`src/wrxs_pkg.sv`:
```
package wrxs_pkg;
    // adc and calibration scaling
    localparam int          ADC_W          = 12;
    localparam logic [11:0] ADC_FULL_CODE  = 12'hFFF;  // 4095 counts at 2.1 V
    localparam int          ADC_FS_MV      = 2100;
    localparam logic [11:0] CAL_UNITY_CODE = 12'h6DB;  // 1755
    localparam logic [11:0] CAL_GND_CODE   = 12'h000;
    // thresholds in adc counts (mv scaled to full scale), die limits in degrees c
    localparam int          OVP_MV         = 12000;
    localparam int          TS_TRIP_MV     = 600;
    localparam int          DIE_SD_C       = 140;
    localparam int          DIE_WARN_C     = 130;
    localparam int          RECTIFIER_VOLTAGE_DIV      = 8;   // rectifier divider ratio into adc
    localparam logic [11:0] OVP_CODE  = 12'((OVP_MV / RECTIFIER_VOLTAGE_DIV) * 4095 / ADC_FS_MV);
    localparam logic [11:0] TS_CODE   = 12'(TS_TRIP_MV * 4095 / ADC_FS_MV);
    localparam logic [11:0] OVP_HYST_CODE  = 12'h040;
    localparam logic [11:0] UVLO_CODE      = 12'h1A0;
    localparam logic [11:0] TARGET_BASE    = 12'h300;
    localparam int          TARGET_SHIFT   = 3;       // target drops one code per 8 current codes
    // sample period: adc conversion every 15 us (about 66.7 ksa/s)
    localparam int          SAMPLE_NS      = 15000;
    localparam int          CLK_NS         = 10;
    localparam int          SAMPLE_CYC     = SAMPLE_NS / CLK_NS;
    localparam int          SAMPLE_W       = 11;
    // control request codes sent to the packet engine
    typedef enum logic [1:0] {
        WRXS_REQ_HOLD,
        WRXS_REQ_RAISE,
        WRXS_REQ_LOWER
    } wrxs_req_t;
    // one set of adc samples
    typedef struct packed {
        logic [11:0] rect;
        logic [11:0] iout;
        logic [11:0] ts;
        logic [7:0]  die_c;
        logic [11:0] gain_pin;
        logic [11:0] offs_pin;
    } wrxs_adc_t;
    // fault cause bits
    typedef struct packed {
        logic shutdown;
        logic die_hot;
        logic therm;
        logic over_cur;
        logic over_volt;
    } wrxs_cause_t;
    // axi4-lite map
    localparam logic [7:0] REG_STATUS  = 8'h00;  // live cause, clamp, sync, overheat
    localparam logic [7:0] REG_CAUSE   = 8'h04;  // sticky alert causes, write 1 clear
    localparam logic [7:0] REG_POWER   = 8'h08;  // reported received power mw
    localparam logic [7:0] REG_CTRL    = 8'h0C;  // bit0 fod force off
    localparam logic [1:0] RESP_OKAY   = 2'h0;
    localparam logic [1:0] RESP_SLVERR = 2'h2;
endpackage : wrxs_pkg

```
`src/wrxs_supervisor.sv`:
```
`timescale 1ns/1ps
`default_nettype none
// Function
// sample rectifier voltage and output current periodically and feed the decision logic
// below target voltage, request more transmitted power
// above target voltage, request less transmitted power
// target voltage falls as load current rises
// above 12 V keep requesting lower power and turn the clamp on
// release clamp only below threshold minus hysteresis
// passive bridge at startup, synchronous once above lockout
// alert low on shutdown, 140 C, thermistor trip, over-current or over-voltage
// alert released in normal operation, cause kept in a readable register
// shutdown input high means shutdown, low means active
// shut the receiver down above 140 C die temperature
// above 130 C set overheat flag and send end transfer
// thermistor below 0.6 V triggers external over-temperature shutdown
// charge done input high issues end transfer
// reported power is gain times internal power plus offset
// pin codes scaled to 4095 at 2.1 V; gain code/1755, offset code-1755
// 0.9 V on both pins gives gain 1 and offset 0
// both pins at ground disable foreign object detection
// after end transfer keep repeating it until voltage drops below lockout
// alert released only after all faults clear and shutdown is low
module wrxs_supervisor (
    input  wire logic                core_clk,     // 100 MHz clock
    input  wire logic                rstn,         // synchronous reset, active low
    input  wire logic                shutdown_in,  // active-low chip activate pin
    input  wire logic                charge_done,  // end of charge pin, active high
    input  wire logic                over_cur,     // current-limit comparator
    input  wire wrxs_pkg::wrxs_adc_t adc_data,     // converter results
    input  wire logic                adc_valid,    // converter result strobe
    input  wire logic [15:0]         rx_power_mw,  // internal received power
    output logic                     adc_start,    // start a conversion
    output logic                     req_valid,    // control request strobe
    output wrxs_pkg::wrxs_req_t      req_code,     // raise, lower or hold
    output logic                     ept_send,     // end power transfer request
    output logic                     rpp_valid,    // reported power ready
    output logic [15:0]              rpp_mw,       // reported received power
    output logic                     fod_enable,   // foreign object detection on
    output logic                     overvoltage_clamp_pin_oe, // clamp drive
    output logic                     sync_mode,    // rectifier synchronous
    output logic                     rx_shutdown,  // receiver off
    output logic                     alert_n_oe,   // open-drain alert pulls low
    output logic                     die_overheat_flag, // die above warning level
    // axi4-lite slave
    input  wire logic [7:0]          s_awaddr,     // write address
    input  wire logic                s_awvalid,    // write address valid
    output logic                     s_awready,    // write address ready
    input  wire logic [31:0]         s_wdata,      // write data
    input  wire logic [3:0]          s_wstrb,      // byte enables
    input  wire logic                s_wvalid,     // write data valid
    output logic                     s_wready,     // write data ready
    output logic [1:0]               s_bresp,      // write response
    output logic                     s_bvalid,     // write response valid
    input  wire logic                s_bready,     // write response ready
    input  wire logic [7:0]          s_araddr,     // read address
    input  wire logic                s_arvalid,    // read address valid
    output logic                     s_arready,    // read address ready
    output logic [31:0]              s_rdata,      // read data
    output logic [1:0]               s_rresp,      // read response
    output logic                     s_rvalid,     // read response valid
    input  wire logic                s_rready      // read response ready
);
    import wrxs_pkg::*;

    logic [1:0]        shut_sync;
    logic [1:0]        done_sync;
    logic [1:0]        oc_sync;
    logic [SAMPLE_W-1:0] samp_cnt;
    wrxs_adc_t         smp;
    logic              smp_new;
    logic [11:0]       target;
    logic [11:0]       cur_drop;
    wrxs_cause_t       live;
    wrxs_cause_t       cause;
    logic              ept_latched;
    logic              fod_off;
    logic [31:0]       prod;
    logic signed [17:0] offs;
    logic signed [18:0] power_sum;
    logic              aw_got;
    logic              w_got;
    logic [7:0]        aw_addr;
    logic [31:0]       w_data;
    logic [3:0]        w_strb;
    logic [4:0]        next_cause;

    // pin synchronisers, two stages each
    always_ff @(posedge core_clk) begin
        if (!rstn) begin
            shut_sync <= 2'h3;
            done_sync <= 2'h0;
            oc_sync   <= 2'h0;
        end else begin
            shut_sync <= {shut_sync[0], shutdown_in};
            done_sync <= {done_sync[0], charge_done};
            oc_sync   <= {oc_sync[0], over_cur};
        end
    end

    // periodic conversion request
    always_ff @(posedge core_clk) begin
        if (!rstn) begin
            samp_cnt  <= '0;
            adc_start <= 1'b0;
        end else if (samp_cnt == SAMPLE_W'(SAMPLE_CYC - 1)) begin
            samp_cnt  <= '0;
            adc_start <= 1'b1;
        end else begin
            samp_cnt  <= samp_cnt + 1'b1;
            adc_start <= 1'b0;
        end
    end

    // capture results for the decision logic
    always_ff @(posedge core_clk) begin
        if (!rstn) begin
            // idle readings: thermistor cold, calibration at unity, so no false trip
            smp     <= '{rect: 12'h000, iout: 12'h000, ts: ADC_FULL_CODE, die_c: 8'h00,
                         gain_pin: CAL_UNITY_CODE, offs_pin: CAL_UNITY_CODE};
            smp_new <= 1'b0;
        end else begin
            smp_new <= adc_valid;
            if (adc_valid) begin
                smp <= adc_data;
            end
        end
    end

    // load-dependent voltage target
    assign cur_drop = smp.iout >> TARGET_SHIFT;
    assign target   = (cur_drop > TARGET_BASE) ? 12'h000 : TARGET_BASE - cur_drop;

    // live fault conditions
    always_comb begin
        live.shutdown  = shut_sync[1];
        live.die_hot   = smp.die_c > 8'(DIE_SD_C);
        live.therm     = smp_valid_ts();
        live.over_cur  = oc_sync[1];
        live.over_volt = overvoltage_clamp_pin_oe;
    end

    function automatic logic smp_valid_ts();
        return smp.ts < TS_CODE;
    endfunction : smp_valid_ts

    // control requests, one per sample
    always_ff @(posedge core_clk) begin
        if (!rstn) begin
            req_valid <= 1'b0;
            req_code  <= WRXS_REQ_HOLD;
        end else begin
            req_valid <= smp_new && sync_mode && !rx_shutdown;
            if (smp_new) begin
                if (smp.rect > OVP_CODE || smp.rect > target) begin
                    req_code <= WRXS_REQ_LOWER;
                end else if (smp.rect < target) begin
                    req_code <= WRXS_REQ_RAISE;
                end else begin
                    req_code <= WRXS_REQ_HOLD;
                end
            end
        end
    end

    // over-voltage clamp with hysteresis
    always_ff @(posedge core_clk) begin
        if (!rstn) begin
            overvoltage_clamp_pin_oe <= 1'b0;
        end else if (smp.rect > OVP_CODE) begin
            overvoltage_clamp_pin_oe <= 1'b1;
        end else if (smp.rect < OVP_CODE - OVP_HYST_CODE) begin
            overvoltage_clamp_pin_oe <= 1'b0;
        end
    end

    // rectifier mode: passive until above lockout
    always_ff @(posedge core_clk) begin
        if (!rstn) begin
            sync_mode <= 1'b0;
        end else if (smp.rect > UVLO_CODE) begin
            sync_mode <= 1'b1;
        end else if (smp.rect < UVLO_CODE) begin
            sync_mode <= 1'b0;
        end
    end

    // shutdown and overheat flag
    always_ff @(posedge core_clk) begin
        if (!rstn) begin
            rx_shutdown       <= 1'b1;
            die_overheat_flag <= 1'b0;
        end else begin
            rx_shutdown       <= live.shutdown || live.die_hot || live.therm;
            die_overheat_flag <= smp.die_c > 8'(DIE_WARN_C);
        end
    end

    // end power transfer latch, repeated until below lockout
    always_ff @(posedge core_clk) begin
        if (!rstn) begin
            ept_latched <= 1'b0;
        end else if (done_sync[1] || die_overheat_flag) begin
            ept_latched <= 1'b1;
        end else if (smp.rect < UVLO_CODE) begin
            ept_latched <= 1'b0;
        end
    end

    // one end packet request per sample period while latched
    always_ff @(posedge core_clk) begin
        if (!rstn) begin
            ept_send <= 1'b0;
        end else begin
            ept_send <= ept_latched && adc_start;
        end
    end

    // alert: low while any cause stands
    always_ff @(posedge core_clk) begin
        if (!rstn) begin
            alert_n_oe <= 1'b0;
        end else begin
            alert_n_oe <= |live;
        end
    end

    // sticky cause, set wins over write-one-clear
    always_comb begin
        next_cause = cause;
        if (aw_got && w_got && aw_addr == REG_CAUSE && w_strb[0]) begin
            next_cause = cause & ~w_data[4:0];
        end
        next_cause = next_cause | live;
    end

    always_ff @(posedge core_clk) begin
        if (!rstn) begin
            cause <= '0;
        end else begin
            cause <= next_cause;
        end
    end

    // foreign object detection enable
    assign fod_enable = !fod_off &&
        !(smp.gain_pin == CAL_GND_CODE && smp.offs_pin == CAL_GND_CODE);

    // reported power = power * gain_code / 1755 + (offset_code - 1755)
    assign prod      = 32'(rx_power_mw) * 32'(smp.gain_pin);
    assign offs      = 18'(signed'({6'h00, smp.offs_pin})) - 18'(CAL_UNITY_CODE);
    assign power_sum = 19'(signed'({1'b0, 18'(prod / 32'(CAL_UNITY_CODE))})) + 19'(offs);

    always_ff @(posedge core_clk) begin
        if (!rstn) begin
            rpp_mw    <= '0;
            rpp_valid <= 1'b0;
        end else begin
            rpp_valid <= smp_new && fod_enable;
            if (smp_new) begin
                rpp_mw <= power_sum[18] ? 16'h0000 :
                          (power_sum > 19'sh0FFFF ? 16'hFFFF : power_sum[15:0]);
            end
        end
    end

    // axi write channel: address and data in either order
    assign s_awready = !aw_got && !s_bvalid;
    assign s_wready  = !w_got && !s_bvalid;

    always_ff @(posedge core_clk) begin
        if (!rstn) begin
            aw_got   <= 1'b0;
            w_got    <= 1'b0;
            aw_addr  <= '0;
            w_data   <= '0;
            w_strb   <= '0;
            s_bvalid <= 1'b0;
            s_bresp  <= RESP_OKAY;
            fod_off  <= 1'b0;
        end else begin
            if (s_awvalid && s_awready) begin
                aw_got  <= 1'b1;
                aw_addr <= s_awaddr;
            end
            if (s_wvalid && s_wready) begin
                w_got  <= 1'b1;
                w_data <= s_wdata;
                w_strb <= s_wstrb;
            end
            if (aw_got && w_got) begin
                aw_got   <= 1'b0;
                w_got    <= 1'b0;
                s_bvalid <= 1'b1;
                if (aw_addr == REG_CTRL) begin
                    if (w_strb[0]) begin
                        fod_off <= w_data[0];
                    end
                    s_bresp <= RESP_OKAY;
                end else if (aw_addr == REG_CAUSE || aw_addr == REG_STATUS
                             || aw_addr == REG_POWER) begin
                    s_bresp <= RESP_OKAY;
                end else begin
                    s_bresp <= RESP_SLVERR;
                end
            end else if (s_bvalid && s_bready) begin
                s_bvalid <= 1'b0;
            end
        end
    end

    // axi read channel
    assign s_arready = !s_rvalid;

    always_ff @(posedge core_clk) begin
        if (!rstn) begin
            s_rvalid <= 1'b0;
            s_rdata  <= '0;
            s_rresp  <= RESP_OKAY;
        end else if (s_arvalid && s_arready) begin
            s_rvalid <= 1'b1;
            s_rresp  <= RESP_OKAY;
            if (s_araddr == REG_STATUS) begin
                s_rdata <= {24'h000000, fod_enable, ept_latched, rx_shutdown,
                            die_overheat_flag, sync_mode, 3'h0} | 32'(live);
            end else if (s_araddr == REG_CAUSE) begin
                s_rdata <= 32'(cause);
            end else if (s_araddr == REG_POWER) begin
                s_rdata <= {16'h0000, rpp_mw};
            end else if (s_araddr == REG_CTRL) begin
                s_rdata <= {31'h0, fod_off};
            end else begin
                s_rdata <= '0;
                s_rresp <= RESP_SLVERR;
            end
        end else if (s_rvalid && s_rready) begin
            s_rvalid <= 1'b0;
        end
    end
endmodule : wrxs_supervisor
`default_nettype wire

```
`config.mk`:
```
export PLATFORM = sky130hd
export DESIGN_NAME = wrxs_supervisor
export DESIGN_NICKNAME = d
export VERILOG_FILES = /design/src/wrxs_pkg.sv /design/src/wrxs_supervisor.sv
export SDC_FILE = /design/constraint.sdc
export NUM_CORES = 1
export LEC_CHECK = 0
export ABC_AREA = 1
export BUFFER_PORTS_ARGS = -buffer_cell sky130_fd_sc_hd__buf_2
export CAP_MARGIN = 30
export CORE_UTILIZATION = 45
export CTS_CLUSTER_DIAMETER = 200
export DETAILED_ROUTE_END_ITERATION = 6
export PLACE_DENSITY = 0.73
export SYNTH_ARGS = -nofsm -noshare
export SYNTH_HDL_FRONTEND = slang
export SYNTH_SLANG_ARGS = --single-unit
```
`constraint.sdc`:
```
create_clock -name core_clk -period 22.7 [get_ports core_clk]
set_clock_uncertainty 0.15 [all_clocks]
set_input_delay 2.27 -clock core_clk [delete_from_list [all_inputs] [get_ports core_clk]]
set_output_delay 2.27 -clock core_clk [all_outputs]
set_load 0.02 [all_outputs]
```
==> results of run 1 <==
synth_stat cells (27+ instances only):
cell	instances	area (um2)
nor2_4	28	315
inv_1	526	1970
inv_2	40	150
clkbuf_1	73	274
dfxtp_1	152	3040
nand2_2	223	1400
nand4_1	34	213
nor2_2	40	250
nand2_1	876	3290
xor2_1	73	639
a21oi_1	146	731
nand3_2	51	510
nand3_1	240	1200
nand2_4	143	1610
fa_1	141	2820
nor3_1	27	135
nor2_1	181	679
ha_1	99	1240
o21ai_0	103	515
registers in the layout, indices dropped and copies added, names as in the netlist, 5 cells and up:
name,flops
smp,55
s_rdata,16
w_data,5
rpp_mw,16
samp_cnt,11
cur_drop,9
aw_addr,8
cause,5
worst max-delay path, delay by kind of cell:
kind / cells / cell delay (ns)
xor gates and xnor gates: 2 / 0.40
buffers and inverters: 35 / 3.81
adders and majority gates: 9 / 3.27
and+or+nand+nor: 112 / 10.85
AOI/OAI and AO/OA: 17 / 2.44
per-stage QoR:
stage | setup WS, ns | util, % | std cells | hold WS, ns
2_1_floorplan | 0.271 | - | 3453 | 0.240
3_3_place_gp | -0.517 | 55.4 | 4698 | 0.247
3_5_place_dp | -0.765 | 55.4 | 4699 | 0.246
4_1_cts | -0.0129 | 58.7 | 4795 | 0.261
5_1_grt | -1.44 | 62.6 | 4864 | 0.279
6_report | -0.209 | 62.6 | 4864 | 0.262
kinds of logic (layout without fill, tap and decap cells):
logic type,count (synthesis),count (layout),synth area share [%]
xor gates and xnor gates,86,86,3.36
other,1,25,0.0160
adders and majority gates,240,240,17.4
buffers and inverters,702,1415,12.7
DFF,152,152,13.0
and+or+nand+nor,1910,1921,44.8
AOI/OAI and AO/OA,345,345,8.71
path summary, 6_finish.rpt:
path | startpoint | end | slack, ns | cells after the start
max | rx_power_mw[3] | rpp_mw[9] | -0.21 | 175
min | done_sync[0] | done_sync[1] | 0.26 | 2
max reg2reg | smp[23] | rpp_mw[9] | 0.87 | 169
min reg2reg | done_sync[0] | done_sync[1] | 0.26 | 2
routing by layer:
layer  global-route usage, %  wire length, um
met5                       0                0
met4                    6.56             1540
met3                    1.98             2200
met2                    44.1            34900
met1                    27.6            26100
layout by cell type (no fill, tap or decap), drive strengths merged, types with 11 or more instances in the layout:
| cell | instances |
|---|---|
| a21oi | 159 |
| buf | 782 |
| clkbuf | 23 |
| clkinv | 15 |
| conb | 18 |
| dfxtp | 152 |
| fa | 141 |
| ha | 99 |
| inv | 588 |
| nand2 | 1271 |
| nand3 | 301 |
| nand3b | 11 |
| nand4 | 34 |
| nor2 | 255 |
| nor3 | 28 |
| o21ai | 136 |
| o21bai | 14 |
| xnor2 | 11 |
| xor2 | 75 |
timing repair:
item	in CTS	in global routing
setup buffers	53	61
hold buffers	0	0
hold endpoints to repair	0	0
pin swaps	57	281
setup endpoints to repair	16	16
gates cloned	11	1
gates resized for setup	128	400
cell type report:
| class | instances | area [um2] | share of cell area (%) |
|---|---|---|---|
| tap | 680 | 851 | 2.65 |
| sequential | 152 | 3040 | 9.48 |
| inverter | 599 | 2390 | 7.43 |
| clock buffer | 21 | 460 | 1.43 |
| clock inverter | 11 | 136 | 0.425 |
| multi-input combinational | 2610 | 19300 | 60.3 |
| antenna | 7 | 17.5 | 0.0546 |
| timing repair buffer | 784 | 5860 | 18.2 |
==> metrics.yaml, run 1 <==
period_needed_ns: 22.91
cts.clk_slew.worst_paths_ns: 0.06
path_class: "input port to flip-flop"
violations: "negative setup slack"
synth.distinct_cells: 74
routed_via_density: 4.98
hold_viol_final: 0
start_util_pct: 45.6
antenna_found_initial: 7
die_h_um: 230
fin_crit_sh_pct: 101
portBuffers: 163
setup_viol: 16
first_iter_violations: 1315
max_freq_mhz: 43.7
overflow: 0
vias: 24200
ys_ff_latch: 152
outcome: "finished with violations"
routed_wl_um: 64800
maxSlewViolCount: 0
layout.nets: 4551
stdcell_area_mm2: 0.0321
dp_hpwl_um: 47900
slowest_delay_ns: 0.58
cts_tree: "built"
numCtsBuffers: 17
synthCells: 3436
maxCapViolCount: 0
cts_max_level: 4
cp-end-kind: "flip-flop"
critPathArrivalTime_ns: 23.10
rsz0062_at_grt: "true"
slowest_stage: "fa_1"
gp_congestion: 0.874
area.growth.synth_to_final_pct: 37.2
layout-drive-gt1-share_pct: 42.2
final.setup.tns_ns: -2.94
dpl_cell_area_mm2: 0.0284
drc: 0
first_global_vias: 23600
wl_per_cell_um: 13.3
final_antenna_net_count: 0
ys_seq_area_share_pct: 13.0
required_ns: 22.89
crit_path_start_kind: "input port"
cts-root-buf: "clkbuf_16"
clock-sinks: 152
hp-class: "flip-flop to flip-flop"
worst_slack_ns: -0.209
die_w_um: 230
slew_headroom_pct: 37.1
clockBufferDepth: 2
boundaryPins: 216
grt.total_usage_pct: 23.3
grt_pass1_wl_um: 105000
dieArea_mm2: 0.0529
worst_pin_slew_ns: 0.936
synth-edff-count: 0
clock_latency_ns: 0.42
drtPass1Iterations: 6
synth_area_per_cell_um2: 6.81
yosysWarnings: 0
num_rows: 83
core_mm2: 0.0513
grt_max_degree: 84
cp_max_fo: 8
synth_ff_type: "dfxtp_1"
async_flop_share_pct: 0
fill_cells: 4223
syn_area_mm2: 0.0234
Power of run 1 is left out: the tool's default activity adds up to more than one toggle a clock period on the data nets, which glitch-free logic cannot reach.
==> inputs of run 2 (changes only) <==
- CELL_PAD_IN_SITES_DETAIL_PLACEMENT: default -> 0
- CELL_PAD_IN_SITES_GLOBAL_PLACEMENT: default -> 1
- CORE_UTILIZATION: 45 -> 41
- PLACE_DENSITY: 0.73 -> 0.76
==> metrics.yaml, run 2 (same netlist as run 1, synthesis figures left out) <==
largest_reg_flops: 55  # unchanged
slowest_stage: "fa_2"
slowest_delay_ns: 0.59  # about the same
outcome: "finished with violations"
first_global_vias: 22700  # -3.9%
clockBufferDepth: 2  # unchanged
num_rows: 87  # +4.8%
gp_congestion: 0.823  # -5.9%
routed_via_density: 4.69  # -5.9%
crit_path_start_kind: "input port"
hold_viol_final: 0  # unchanged
layout_commonest_cell: "nand2_1"
multi_input_area_mm2: 0.0191  # -1.2%
dieArea_mm2: 0.0580  # +9.7%
crit_path_start: "rx_power_mw[7]"
area.growth.synth_to_final_pct: 37.9
maxCapViolCount: 0  # unchanged
routed_wl_um: 63500  # -2.0%
fill_cells: 5580  # +32%
crit_top_cell: "nand2_4"
largestRegisters: "smp x55, rpp_mw x16, s_rdata x16"
layout-drive-gt1-share_pct: 40.7  # -1.5 points
setup_viol: 2  # -14
violations: "negative setup slack"
worst_slack_ns: -0.0812  # +0.128 ns
cts-root-buf: "clkbuf_16"
worst_pin_slew_ns: 0.840  # -0.0955 ns
core_mm2: 0.0564  # +9.9%
rsz0062_at_grt: "true"
portBuffers: 163  # unchanged
stdcell_area_mm2: 0.0323  # +0.54%
cp-end-kind: "flip-flop"
slew_headroom_pct: 43.9  # +6.8 points
utilization_pct: 57.2  # -5.3 points
grt.total_usage_pct: 22.0  # -1.3 points
overflow: 0  # unchanged
cts_max_level: 4  # unchanged
antenna_found_initial: 5  # -2
regArea_mm2: 0.00304  # unchanged
die_w_um: 241  # +4.7%
vias: 23300  # -3.8%
numCtsBuffers: 17  # unchanged
dp_hpwl_um: 50700  # +5.8%
layout.nets: 4584  # +0.73%
r2r-start: "smp[22]"
clock-sinks: 152  # unchanged
path_class: "input port to flip-flop"
max_freq_mhz: 43.9  # +0.56%
clock_latency_ns: 0.43  # about the same
drc: 0  # unchanged
drtPass1Iterations: 6  # unchanged
start_util_pct: 41.5  # -4.1 points
period_needed_ns: 22.78  # -0.128 ns
final_antenna_net_count: 0  # unchanged
hp-class: "flip-flop to flip-flop"
cts.clk_slew.worst_paths_ns: 0.07  # about the same
maxSlewViolCount: 0  # unchanged
fin_crit_sh_pct: 100  # -0.56 points
wl_per_cell_um: 12.8  # -4.1%
first_iter_violations: 925  # -30%
die_h_um: 241  # +4.7%
place_ws_ns: -1.26  # -0.491 ns
dpl_cell_area_mm2: 0.0288  # +1.2%
grt_max_degree: 59  # -30%
grt_pass1_wl_um: 106000  # +0.75%
min_from: "done_sync[0]"
cts_tree: "built"
final_cell_mix: "803 x nand2_1, 600 x buf_4, 504 x inv_1"
critPathArrivalTime_ns: 22.93  # -0.17 ns
regMostFlops: "smp"
required_ns: 22.85  # -0.04 ns
cp_max_fo: 8  # unchanged
boundaryPins: 216  # unchanged
[run 2: worst paths after layout]
path                                     end  slack, ns  cells past startpoint
worst max-delay path              rpp_mw[10]      -0.08                    176
worst min-delay path            done_sync[1]       0.27                      2
worst max register to register    rpp_mw[10]       1.01                    176
worst min register to register  done_sync[1]       0.27                      2
[run 2: layout make-up]
cell class | count | share of cell area, %
Tap cell | 756 | 2.93
Timing Repair Buffer | 815 | 19.0
Inverter | 599 | 7.42
Clock buffer | 19 | 1.37
Multi-Input combinational cell | 2612 | 59.2
Clock inverter | 13 | 0.547
Antenna cell | 5 | 0.0388
Sequential cell | 152 | 9.43
[run 2: through the flow]
stage	hold slack (ns)	setup TNS (ns)	std cells
2_1_floorplan	0.240	0	3453
5_1_grt	0.294	-21.91	4971
6_report	0.271	-0.0838	4971
4_1_cts	0.268	-0.0846	4897
3_3_place_gp	0.250	-15.36	4802
3_5_place_dp	0.252	-18.64	4802
[run 2: critical path, delay by kind of cell]
kind / cells / cell delay [ns]
AO/OA/AOI/OAI: 12 / 1.48
XOR/XNOR: 2 / 0.36
adder cells (fa/ha/maj): 9 / 3.46
buffers and inverters: 42 / 5.11
AND/OR/NAND/NOR: 111 / 10.20
[run 2: per-layer routing]
metal | track usage, % | part of all wire (%) | vias up | wire (um)
met2 | 40.5 | 52 | 272 | 32900
met5 | 0 | 0 | - | 0
li1 | - | - | 12200 | -
met3 | 1.56 | 2.4 | 53 | 1560
met4 | 4.45 | 1.2 | 0 | 793
met1 | 27.9 | 44 | 10800 | 28200
[run 2: what timing repair did]
item                                    in CTS  in global routing
resized for setup                          106                297
endpoints found under the setup margin      16                 16
endpoints found under the hold margin        0                  0
hold buffers                                 0                  0
cloned                                       9                  7
buffers inserted                            54                 62
pin swaps                                   32                179
Power of run 2 is left out for the same reason.
